[src/clkgen_pkg.sv]
/*
  Constants for the system clock divider control block: register offsets,
  field positions, reset values and timing counts.
  Assumes a single 25 MHz clock standing in for the oscillator clock.
*/
package clkgen_pkg;
   localparam logic [7:0] ADDR_STANDBY = 8'h00;
   localparam logic [7:0] ADDR_STAB_SEL = 8'h04;
   localparam logic [7:0] ADDR_WAKE_CFG = 8'h08;
   localparam logic [7:0] ADDR_STATUS = 8'h0c;
   localparam int STBY_HALT_BIT = 0;
   localparam int STBY_STOP_BIT = 1;
   localparam int STBY_DIV_LO_BIT = 4;
   localparam int STBY_DIV_HI_BIT = 5;
   localparam int STBY_SELOSC_BIT = 7;
   localparam logic [7:0] STANDBY_RESET = 8'h30;
   localparam logic [7:0] STANDBY_MASK = 8'hb3;
   localparam logic [2:0] STAB_SEL_RESET = 3'h0;
   localparam logic [3:0] WAKE_CFG_RESET = 4'h0;
   localparam int WAKE_MASK4_BIT = 0;
   localparam int WAKE_MASK5_BIT = 1;
   localparam int WAKE_MS4_BIT = 2;
   localparam int WAKE_MS5_BIT = 3;
   localparam logic [1:0] RESP_OKAY = 2'h0;
   localparam logic [1:0] RESP_SLVERR = 2'h2;
   localparam int CHG_MAX_DIV1 = 11;
   localparam int CHG_MAX_DIV2 = 12;
   localparam int CHG_MAX_DIV48 = 8;
   localparam int STAB_BASE_SHIFT = 12;
endpackage

[src/clkgen_ctrl.sv]
/*
  System clock divider control: standby register, stabilization time select,
  wake configuration and status over AXI4-Lite; divider with glitch-free ratio
  switching; oscillator enable and STOP wake-up stabilization timer.
  Assumes the oscillator clock is aclk itself; the divided system clock is
  emitted both as a level and as a one-cycle enable pulse for downstream logic.
*/
// Register access over AXI4-Lite and the address map were left to the implementer.
`timescale 1ns/1ps
module clkgen_ctrl
   import clkgen_pkg::*;
#(
   parameter int STAB_SCALE = 1 << STAB_BASE_SHIFT
) (
   // Clock and reset.
   input wire logic aclk,
   input wire logic aresetn,
   // AXI4-Lite write address, data and response.
   input wire logic [7:0] s_axi_awaddr,
   input wire logic s_axi_awvalid,
   output logic s_axi_awready,
   input wire logic [31:0] s_axi_wdata,
   input wire logic [3:0] s_axi_wstrb,
   input wire logic s_axi_wvalid,
   output logic s_axi_wready,
   output logic [1:0] s_axi_bresp,
   output logic s_axi_bvalid,
   input wire logic s_axi_bready,
   // AXI4-Lite read.
   input wire logic [7:0] s_axi_araddr,
   input wire logic s_axi_arvalid,
   output logic s_axi_arready,
   output logic [31:0] s_axi_rdata,
   output logic [1:0] s_axi_rresp,
   output logic s_axi_rvalid,
   input wire logic s_axi_rready,
   // Pins.
   input wire logic ext_clock_mode,
   input wire logic osc_input_pin,
   input wire logic nmi_pin,
   input wire logic ext_irq_pin_four,
   input wire logic ext_irq_pin_five,
   input wire logic regulator_disable_pin,
   // Clock and regulator outputs.
   output logic osc_enable,
   output logic ext_clock_fwd,
   output logic sys_clk_level,
   output logic sys_clk_en,
   output logic cpu_clock_gate,
   output logic regulator_on
);

   logic [7:0] standby_control_reg_r;
   logic [2:0] stabilization_time_select_r;
   logic [3:0] wake_cfg_r;
   logic [1:0] div_cur_r;
   logic [1:0] div_req_r;
   logic change_pend_r;
   logic [2:0] phase_r;
   logic [3:0] chg_cnt_r;
   logic [31:0] stab_cnt_r;
   logic stab_busy_r;
   logic stop_r;
   logic [2:0] pin_prev_r;
   logic wake;
   logic [2:0] mask_cur;
   logic [2:0] mask_req;
   logic common_low;
   logic [3:0] chg_limit;
   logic aw_hold_r;
   logic w_hold_r;
   logic [7:0] aw_addr_r;
   logic [31:0] w_data_r;
   logic [3:0] w_strb_r;

   // Divider counter runs free; divide select n (ratio 2 to the n) uses its low n bits.
   always_ff @(posedge aclk) begin
      if (!aresetn) begin
         phase_r <= 3'h0;
      end else begin
         phase_r <= phase_r + 3'h1;
      end
   end

   function automatic logic [2:0] div_mask(input logic [1:0] sel);
      unique case (sel)
         2'h0: div_mask = 3'h0;
         2'h1: div_mask = 3'h1;
         2'h2: div_mask = 3'h3;
         2'h3: div_mask = 3'h7;
      endcase
   endfunction

   always_comb begin
      mask_cur = div_mask(div_cur_r);
      mask_req = div_mask(div_req_r);
      // Both clocks are at the end of a period when their low bits are all ones.
      common_low = ((phase_r & mask_cur) == mask_cur) && ((phase_r & mask_req) == mask_req);
      unique case (div_cur_r)
         2'h0: chg_limit = 4'(CHG_MAX_DIV1);
         2'h1: chg_limit = 4'(CHG_MAX_DIV2);
         default: chg_limit = 4'(CHG_MAX_DIV48);
      endcase
   end

   // Ratio change: old ratio stays in force until a common boundary.
   always_ff @(posedge aclk) begin
      if (!aresetn) begin
         div_cur_r <= 2'h3;
         change_pend_r <= 1'b0;
         chg_cnt_r <= 4'h0;
      end else if (change_pend_r) begin
         chg_cnt_r <= chg_cnt_r + 4'h1;
         // Boundary of the longest ratio arrives within 8 cycles, inside every limit.
         if (common_low || chg_cnt_r >= chg_limit - 4'h1) begin
            div_cur_r <= div_req_r;
            change_pend_r <= 1'b0;
         end
      end else if (div_req_r != div_cur_r) begin
         change_pend_r <= 1'b1;
         chg_cnt_r <= 4'h0;
      end
   end

   // Outputs of the divider; during a change the enable stops only for STOP or the stabilization timer.
   always_ff @(posedge aclk) begin
      if (!aresetn) begin
         sys_clk_en <= 1'b0;
         sys_clk_level <= 1'b0;
      end else begin
         sys_clk_en <= ((phase_r & mask_cur) == mask_cur) && !stop_r && !stab_busy_r;
         sys_clk_level <= (mask_cur == 3'h0) ? 1'b1 : (phase_r & mask_cur) <= (mask_cur >> 1);
      end
   end

   // Wake edges; external pins gated by mask and macro service.
   always_comb begin
      wake = (nmi_pin && !pin_prev_r[0])
         || (ext_irq_pin_four && !pin_prev_r[1] && !wake_cfg_r[WAKE_MASK4_BIT] && !wake_cfg_r[WAKE_MS4_BIT])
         || (ext_irq_pin_five && !pin_prev_r[2] && !wake_cfg_r[WAKE_MASK5_BIT] && !wake_cfg_r[WAKE_MS5_BIT]);
   end

   always_ff @(posedge aclk) begin
      if (!aresetn) begin
         pin_prev_r <= 3'h0;
      end else begin
         pin_prev_r <= {ext_irq_pin_five, ext_irq_pin_four, nmi_pin};
      end
   end

   // STOP state and stabilization timer.
   always_ff @(posedge aclk) begin
      if (!aresetn) begin
         stop_r <= 1'b0;
         stab_busy_r <= 1'b0;
         stab_cnt_r <= 32'h0;
      end else if (stop_r) begin
         if (wake) begin
            stop_r <= 1'b0;
            stab_busy_r <= 1'b1;
            stab_cnt_r <= 32'(STAB_SCALE) << stabilization_time_select_r;
         end
      end else if (stab_busy_r) begin
         if (stab_cnt_r <= 32'h1) begin
            stab_busy_r <= 1'b0;
         end
         stab_cnt_r <= stab_cnt_r - 32'h1;
      end else if (standby_control_reg_r[STBY_STOP_BIT] && !standby_control_reg_r[STBY_HALT_BIT]) begin
         stop_r <= 1'b1;
      end
   end

   // Pin-level outputs.
   always_ff @(posedge aclk) begin
      if (!aresetn) begin
         osc_enable <= 1'b1;
         ext_clock_fwd <= 1'b0;
         cpu_clock_gate <= 1'b0;
         regulator_on <= 1'b0;
      end else begin
         osc_enable <= !ext_clock_mode && !stop_r;
         ext_clock_fwd <= ext_clock_mode && osc_input_pin;
         cpu_clock_gate <= !stop_r && !stab_busy_r;
         regulator_on <= !regulator_disable_pin;
      end
   end

   // AXI4-Lite write: address and data taken in either order.
   always_ff @(posedge aclk) begin
      if (!aresetn) begin
         aw_hold_r <= 1'b0;
         w_hold_r <= 1'b0;
         aw_addr_r <= 8'h0;
         w_data_r <= 32'h0;
         w_strb_r <= 4'h0;
         s_axi_awready <= 1'b0;
         s_axi_wready <= 1'b0;
         s_axi_bvalid <= 1'b0;
         s_axi_bresp <= RESP_OKAY;
      end else begin
         s_axi_awready <= !aw_hold_r && !s_axi_awready && !s_axi_bvalid && s_axi_awvalid;
         s_axi_wready <= !w_hold_r && !s_axi_wready && !s_axi_bvalid && s_axi_wvalid;
         if (s_axi_awvalid && s_axi_awready) begin
            aw_hold_r <= 1'b1;
            aw_addr_r <= s_axi_awaddr;
         end
         if (s_axi_wvalid && s_axi_wready) begin
            w_hold_r <= 1'b1;
            w_data_r <= s_axi_wdata;
            w_strb_r <= s_axi_wstrb;
         end
         if (aw_hold_r && w_hold_r && !s_axi_bvalid) begin
            aw_hold_r <= 1'b0;
            w_hold_r <= 1'b0;
            s_axi_bvalid <= 1'b1;
            s_axi_bresp <= (aw_addr_r[7:4] == 4'h0 && aw_addr_r[1:0] == 2'h0) ? RESP_OKAY : RESP_SLVERR;
         end else if (s_axi_bvalid && s_axi_bready) begin
            s_axi_bvalid <= 1'b0;
         end
      end
   end

   // Register writes; only byte lane 0 carries data.
   always_ff @(posedge aclk) begin
      if (!aresetn) begin
         standby_control_reg_r <= STANDBY_RESET;
         stabilization_time_select_r <= STAB_SEL_RESET;
         wake_cfg_r <= WAKE_CFG_RESET;
      end else begin
         if (aw_hold_r && w_hold_r && !s_axi_bvalid && w_strb_r[0]) begin
            unique case (aw_addr_r)
               ADDR_STANDBY: standby_control_reg_r <= w_data_r[7:0] & STANDBY_MASK;
               ADDR_STAB_SEL: stabilization_time_select_r <= w_data_r[2:0];
               ADDR_WAKE_CFG: wake_cfg_r <= w_data_r[3:0];
               default: ;
            endcase
         end
         // The STOP request is consumed on wake so the device does not re-enter it.
         if (stop_r && wake) begin
            standby_control_reg_r[STBY_STOP_BIT] <= 1'b0;
         end
      end
   end

   assign div_req_r = {standby_control_reg_r[STBY_DIV_HI_BIT], standby_control_reg_r[STBY_DIV_LO_BIT]};

   // AXI4-Lite read.
   always_ff @(posedge aclk) begin
      if (!aresetn) begin
         s_axi_arready <= 1'b0;
         s_axi_rvalid <= 1'b0;
         s_axi_rdata <= 32'h0;
         s_axi_rresp <= RESP_OKAY;
      end else begin
         s_axi_arready <= !s_axi_arready && !s_axi_rvalid && s_axi_arvalid;
         if (s_axi_arvalid && s_axi_arready) begin
            s_axi_rvalid <= 1'b1;
            s_axi_rresp <= RESP_OKAY;
            unique case (s_axi_araddr)
               ADDR_STANDBY: s_axi_rdata <= {24'h0, standby_control_reg_r};
               ADDR_STAB_SEL: s_axi_rdata <= {29'h0, stabilization_time_select_r};
               ADDR_WAKE_CFG: s_axi_rdata <= {28'h0, wake_cfg_r};
               ADDR_STATUS: s_axi_rdata <= {25'h0, regulator_on, stab_busy_r, stop_r, change_pend_r,
                                            osc_enable, div_cur_r};
               default: begin
                  s_axi_rdata <= 32'h0;
                  s_axi_rresp <= RESP_SLVERR;
               end
            endcase
         end else if (s_axi_rvalid && s_axi_rready) begin
            s_axi_rvalid <= 1'b0;
         end
      end
   end

endmodule

[config.mk]
export PLATFORM = sky130hd
export DESIGN_NAME = clkgen_ctrl
export DESIGN_NICKNAME = d
export VERILOG_FILES = /design/src/clkgen_pkg.sv /design/src/clkgen_ctrl.sv
export SDC_FILE = /design/constraint.sdc
export NUM_CORES = 1
export LEC_CHECK = 0
export ABC_AREA = 1
export BUFFER_PORTS_ARGS = -buffer_cell sky130_fd_sc_hd__buf_2
export CAP_MARGIN = 20
export CELL_PAD_IN_SITES_DETAIL_PLACEMENT = 1
export CELL_PAD_IN_SITES_GLOBAL_PLACEMENT = 2
export CORE_MARGIN = 1
export CORE_UTILIZATION = 33
export CTS_BUF_LIST = sky130_fd_sc_hd__clkbuf_4
export DETAILED_ROUTE_END_ITERATION = 8
export GPL_TIMING_DRIVEN = 0
export PLACE_DENSITY_LB_ADDON = 0.1
export SLEW_MARGIN = 20
export SYNTH_ARGS = -nofsm -noshare
export SYNTH_HDL_FRONTEND = slang
export SYNTH_SLANG_ARGS = --single-unit
[constraint.sdc]
create_clock -name aclk -period 2.8 [get_ports aclk]
set_clock_uncertainty 0.1 [all_clocks]
set_input_delay 0.28 -clock aclk [delete_from_list [all_inputs] [get_ports aclk]]
set_output_delay 0.28 -clock aclk [all_outputs]
set_load 0.005 [all_outputs]
==> qor.yml, run 1 <==
yosysSeqAreaShare_pct: 39.1
setup_viol: 0
antenna_cells: 0
finalCritPeriodShare_pct: 75.0
syn_inst: 710
worst_path_max_delay_cell: "dfxtp_1"
synth_flop_cell: "dfxtp_1"
cts_setup_buffers: 0
antenna_found_initial: 0
antenna_left: 0
grt_setup_unrepaired: "false"
drv_cap: 0
criticalPathCategory: "register to register"
met2_length_mm: 7.83
period_needed_ns: 2.10
overflow: 0
final_cell_mix: "120 x nand2_1, 99 x nor2_1, 98 x dfxtp_1"
yosys_warnings: 0
max_slew_margin_pct: 58.4
area_growth_pct: 20.5
row_count: 44
initial_core_util_pct: 34.1
synth_edf_count: 0
p_per_area_mw_per_mm2: 403
core-area_mm2: 0.0147
grt_util_all_layers_pct: 20.6
arrival_ns: 2.36
drv_slew: 0
fillers: 1919
crit_path_end_kind: "register"
reg2reg_setup_slack_ns: 0.70
wl_met3_um: 290
min_path_type: "primary input to register"
timing.fmax_ghz: 0.476
clockBufferDepth: 2
critical_path_required_ns: 3.06
cts_root_buf: "clkbuf_4"
critPathMaxFanout: 7
tightest_slew_ns: 0.623
dp_hpwl_mm: 11.5
io-pin-count: 112
numCtsBuffers: 9
grt_start_max_net_pins: 19
ir_drop_mv: 0.196
htreeDepth: 3
die_h_um: 125
crit_family: "simple AND/OR/NAND/NOR gates"
via_per_inst: 4.75
final_common_cell: "nand2_1"
critPathMostFrequentCell: "nand2_1"
crit_buf_inv: 1
startpoint_type: "register"
die_area_mm2: 0.0157
synth_area_per_cell_um2: 7.06
cts_tree: "yes"
nets: 906
firstDrtPassIters: 6
yosysUniqueCellTypes: 46
place.gp.congestion: 0.819
p_leak_uw: 0.00290
drive_above_1_share_pct: 18.6
syn_area_mm2: 0.00501
io_buffers: 56
die_w_um: 125
routed.top_layer: "met4"
drt-met1-wl_mm: 6.87
clock-sinks: 98
clk_pin_slew_ns: 0.17
hold_slack_ns: 0.0798
clock_latency_ns: 0.49
grt_first_pass_wirelength_mm: 25.3
wl_per_cell_um: 14.9
slowest_delay_ns: 0.40
totalWireLength_mm: 15.2
drtIter0Drc: 202
ys_async_sr_fraction_pct: 0
crit_path_cell_trace: "nor2_1 -> inv_1 -> ha_1 -> ha_1 -> nand2_1 -> a21oi_1 -> o21ai_0 -> nand3b_1 -> nand2_1 -> nand2_1 -> nand3_1"
status: "completed"
drc: 0
grt_pass1_vias: 5033
yosys_register_bits: 98
finalHoldViolCount: 0
finalSetupTns_ns: 0
vias: 4852
-- worst register-to-register path, delay by kind of cell (launching register included) --
kind | cells | cell delay, ns
adders and majority gates | 2 | 0.58
and+or+nand+nor | 6 | 0.59
buffers and inverters | 1 | 0.11
AOI/OAI and AO/OA | 2 | 0.20
DFF | 1 | 0.40
-- where the power goes --
group          switching (uW)  leakage [uW]  total [uW]  internal, uW
clock network             560     0.0000653         757           197
registers                18.9      0.000795        1440          1420
logic                     123       0.00204         233           110
total                     702       0.00290        2430          1730
-- path summary, 6_finish.rpt --
kind,startpoint,endpoint,cells past startpoint
setup / recovery,div_cur_r[0]$_SDFFE_PN1P_,div_cur_r[0]$_SDFFE_PN1P_,11
hold / removal,s_axi_araddr[6],s_axi_rresp[1]$_SDFFE_PN0P_,5
setup reg to reg,div_cur_r[0]$_SDFFE_PN1P_,div_cur_r[0]$_SDFFE_PN1P_,11
hold reg to reg,w_hold_r$_SDFFE_PP0P_,s_axi_wready$_SDFF_PN0_,1
-- metrics by stage --
stage | std cells | total power, uW | area (um2) | worst slack (ns) | utilization, %
4_1_cts | 1021 | 2460 | 6040 | 0.682 | 41.1
5_1_grt | 1021 | 2560 | 6040 | 0.504 | 41.1
6_report | 1021 | 2430 | 6040 | 0.700 | 41.1
3_5_place_dp | 975 | 1670 | 5620 | 0.703 | 38.2
3_3_place_gp | 975 | 1670 | 5620 | 0.788 | 38.2
2_1_floorplan | 735 | 1600 | 5110 | 0.950 | -
-- final cells by class --
cell class                 instances  area (um2)  share of cell area (%)
clock inverter                     7        57.6                   0.952
inverter                          84         319                    5.28
timing repair buffer              86         581                    9.61
sequential                        98        1960                    32.5
multi-input combinational        508        2540                    42.0
buffer                            45         289                    4.78
clock buffer                       9        67.6                    1.12
tap                              184         230                    3.81
-- cell usage after synthesis, types with 3 or more instances --
master    number  area [um2]
o211ai_1       3        22.5
o21ai_1        7        35.0
clkinv_1       3        11.3
nor4_1         4        25.0
a21oi_1       62         310
nand3_1       42         210
buf_2          3        15.0
nor2_4         9         101
dfxtp_1       98        1960
buf_4         29         218
nand2_1      120         450
inv_2          7        26.3
o21ai_0       51         255
ha_1           9         113
nor2_2        13        81.3
nand4_1        9        56.3
nand2_2        4        25.0
nor2_1        99         372
nand3b_1       4        30.0
or2_2          4        25.0
a31oi_1        4        25.0
nor3_1        15        75.1
nand4_2        4        50.1
clkbuf_1      10        37.5
inv_1         72         270
-- state kept, by name, indices dropped and copies added, names as in the netlist, 2 cells and up --
| signal | cells |
|---|---|
| aw_addr_r | 8 |
| chg_cnt_r | 4 |
| div_cur_r | 2 |
| phase_r | 3 |
| pin_prev_r | 3 |
| s_axi_rdata | 8 |
| stab_cnt_r | 32 |
| stabilization_time_select_r | 3 |
| standby_control_reg_r | 5 |
| w_data_r | 7 |
| wake_cfg_r | 4 |
-- metal layers --
layer	vias to the layer above	global-route usage (%)
li1	2502	-
met1	2276	24.2
met2	57	38.0
met3	17	2.74
met4	0	7.39
met5	-	0
-- cell families after synthesis --
group,Yosys count,synth area share (%)
simple gates,337,32.1
compound gates,134,13.9
buf+inv,129,12.1
flops,98,39.1
fa+ha+maj,9,2.25
xor+xnor,2,0.349
other cells,1,0.0748
-- repair_timing --
| item | CTS | global route |
|---|---|---|
| hold endpoints to repair | 27 | 0 |
| gates resized for setup | 0 | 0 |
| endpoints found under the setup margin | 0 | 0 |
| hold buffers | 30 | 0 |
(Power assumes the default switching activity.)
==> run 2: changes to the inputs <==
--- a/config.mk
+++ b/config.mk
@@ -11,7 +11,7 @@
 export CELL_PAD_IN_SITES_DETAIL_PLACEMENT = 1
 export CELL_PAD_IN_SITES_GLOBAL_PLACEMENT = 2
 export CORE_MARGIN = 1
-export CORE_UTILIZATION = 33
+export CORE_UTILIZATION = 31
 export CTS_BUF_LIST = sky130_fd_sc_hd__clkbuf_4
 export DETAILED_ROUTE_END_ITERATION = 8
 export GPL_TIMING_DRIVEN = 0
==> constraint.sdc (replaced) <==
create_clock -name aclk -period 2 [get_ports aclk]
set_clock_uncertainty 0.1 [all_clocks]
set_input_delay 0.2 -clock aclk [delete_from_list [all_inputs] [get_ports aclk]]
set_output_delay 0.2 -clock aclk [all_outputs]
set_load 0.005 [all_outputs]
==> run 2 against run 1 <==
Compared with the run above:
- power up 47%
- combinational power up 42%
- utilization down 1.7 points
- routed wire length up 1.3%
- count of clock-buffer cells in the layout unchanged
- sequential share of layout area down 0.92 points
- critical path type unchanged
- sequential power up 40%
- worst setup slack worse by 0.57 ns
- hold slack worse by 0.054 ns
- global-route usage down 1.3 points
- first-iteration DRC count down 21%
==> qor.yml, run 2 (synthesis results as in run 1) <==
largest_register_ffs: 32  # unchanged
htreeDepth: 3  # unchanged
row_count: 46  # +4.5%
timing.fmax_ghz: 0.534  # +12%
die_area_mm2: 0.0167  # +6.3%
min_path_type: "primary input to register"
grt_first_pass_wirelength_mm: 24.7  # -2.3%
io-pin-count: 112  # unchanged
period_needed_ns: 1.87  # -0.227 ns
clock-sinks: 98  # unchanged
internal-power_uw: 2650  # +53%
finalCritPeriodShare_pct: 93.7  # +19 points
tightest_slew_ns: 0.627  # +0.00393 ns
dp_hpwl_mm: 11.6  # +1.2%
setup_viol: 0  # unchanged
top_regs: "stab_cnt_r (32), aw_addr_r (8), s_axi_rdata (8)"
finalHoldViolCount: 0  # unchanged
grt_util_all_layers_pct: 19.2  # -1.3 points
clk_pin_slew_ns: 0.15  # -0.02 ns
p_seq_share_pct: 56.2  # -3.1 points
wl_per_cell_um: 14.5  # -2.5%
core-area_mm2: 0.0158  # +7.7%
die_w_um: 129  # +3.1%
nets: 914  # +0.88%
final_core_utilization_pct: 39.4  # -1.7 points
clockPowerShare_pct: 34.5  # +3.4 points
critPathMaxFanout: 5  # -2
p_leak_uw: 0.00295  # +1.7%
finalSetupTns_ns: 0  # unchanged
power_frac_comb_pct: 9.3  # -0.3 points
drive_above_1_share_pct: 19.9  # +1.3 points
grt_setup_unrepaired: "false"
startpoint_type: "register"
place.gp.congestion: 0.838  # +2.2%
drc: 0  # unchanged
final_cell_mix: "118 x nand2_1, 98 x nor2_1, 96 x dfxtp_1"
clock_latency_ns: 0.51  # +0.02 ns
p_per_area_mw_per_mm2: 575  # +43%
via_per_inst: 4.68  # -1.5%
totalWireLength_mm: 15.4  # +1.3%
cts_tree: "yes"
regMostFlops: "stab_cnt_r"
io_buffers: 56  # unchanged
crit_path_end_kind: "register"
clockBufferDepth: 2  # unchanged
critical_path_required_ns: 2.28  # -0.78 ns
status: "completed"
arrival_ns: 2.15  # -0.21 ns
drtIter0Drc: 160  # -21%
hold_slack_ns: 0.0254  # -0.0543 ns
initial_core_util_pct: 31.7  # -2.4 points
criticalPathCategory: "register to register"
final_common_cell: "nand2_1"
numCtsBuffers: 9  # unchanged
overflow: 0  # unchanged
switching_share_pct: 26.0  # -2.8 points
ir_drop_mv: 0.446  # +130%
switchingPower_uw: 933  # +33%
max_slew_margin_pct: 58.2  # -0.26 points
r2r_cells: 11  # unchanged
vias: 4967  # +2.4%
cts_root_buf: "clkbuf_4"
firstDrtPassIters: 4  # -2
antenna_found_initial: 1  # +1
drv_cap: 0  # unchanged
grt_start_max_net_pins: 17  # -2
die_h_um: 129  # +3.1%
grt_pass1_vias: 4991  # -0.83%
drv_slew: 0  # unchanged
area_growth_pct: 24.5
hold_path_depth: 5  # unchanged
antenna_left: 0  # unchanged
## run 2: cell types whose count changed in the layout (fill, tap and decap cells not counted), sizes merged
cell         before  now
buf              91   95
dlygate4sd3      30   34
diode             0    1
bufinv            0    2
inv              84   81
clkinvlp          2    0
clkinv            5    7
## run 2: final cells by class
class	count	area, um2
Antenna cell	1	2.50
Buffer	45	289
Clock buffer	9	67.6
Clock inverter	6	90.1
Fill cell	2020	9580
Inverter	84	322
Multi-Input combinational cell	508	2580
Sequential cell	98	1970
Tap cell	216	270
Timing Repair Buffer	94	654
## run 2: critical path, stage by stage, from the launching register on
cell and delay (ns):
dfxtp_4 0.40, nor2_4 0.14, inv_4 0.06, ha_4 0.24
ha_4 0.25, nand2_1 0.05, a21oi_2 0.10, o21ai_1 0.07
nand3b_1 0.14, nand2_2 0.08, nand2_1 0.08, nand3_1 0.05
## run 2: metal layers
| metal | GRT usage (%) | vias up | share of wire [%] |
|---|---|---|---|
| met3 | 3.84 | 13 | 2.5 |
| met1 | 22.3 | 2394 | 44 |
| li1 | - | 2507 | - |
| met5 | 0 | - | 0 |
| met4 | 4.57 | 0 | 0.83 |
| met2 | 35.8 | 53 | 53 |
## run 2: path summary, 6_finish.rpt
check / slack, ns / from / end
max: 0.13 / div_cur_r[1]$_SDFFE_PN1P_ / div_cur_r[1]$_SDFFE_PN1P_
min: 0.03 / s_axi_araddr[3] / s_axi_rdata[6]$_SDFFE_PN0P_
max reg2reg: 0.13 / div_cur_r[1]$_SDFFE_PN1P_ / div_cur_r[1]$_SDFFE_PN1P_
min reg2reg: 0.34 / w_hold_r$_SDFFE_PP0P_ / s_axi_wready$_SDFF_PN0_
## run 2: per-stage QoR
step,total power (uW),worst slack [ns],instance area (um2),instances
floorplan,2240,0.150,5110,735
detailed placement,2340,-0.0893,5660,1007
CTS,3640,0.0109,6180,1057
global placement,2340,-0.0345,5660,1007
global route,3750,0.0000930,6240,1061
finish,3590,0.127,6240,1061
## run 2: power groups by stage
| stage | combinational (uW) | sequential [uW] | clock (uW) |
|---|---|---|---|
| after floorplan | 180 | 2060 | 0 |
| after global placement | 274 | 2060 | 0 |
| after detailed placement | 282 | 2060 | 0 |
| after CTS | 333 | 2020 | 1290 |
| after global routing | 376 | 2020 | 1360 |
| final | 332 | 2020 | 1240 |
## run 2: repair_timing
action,4_1_cts,5_1_grt
endpoints found under the hold margin,28,0
resized for setup,9,7
endpoints found under the setup margin,3,3
hold buffers,34,0
setup buffers,1,3
pin swaps,1,4
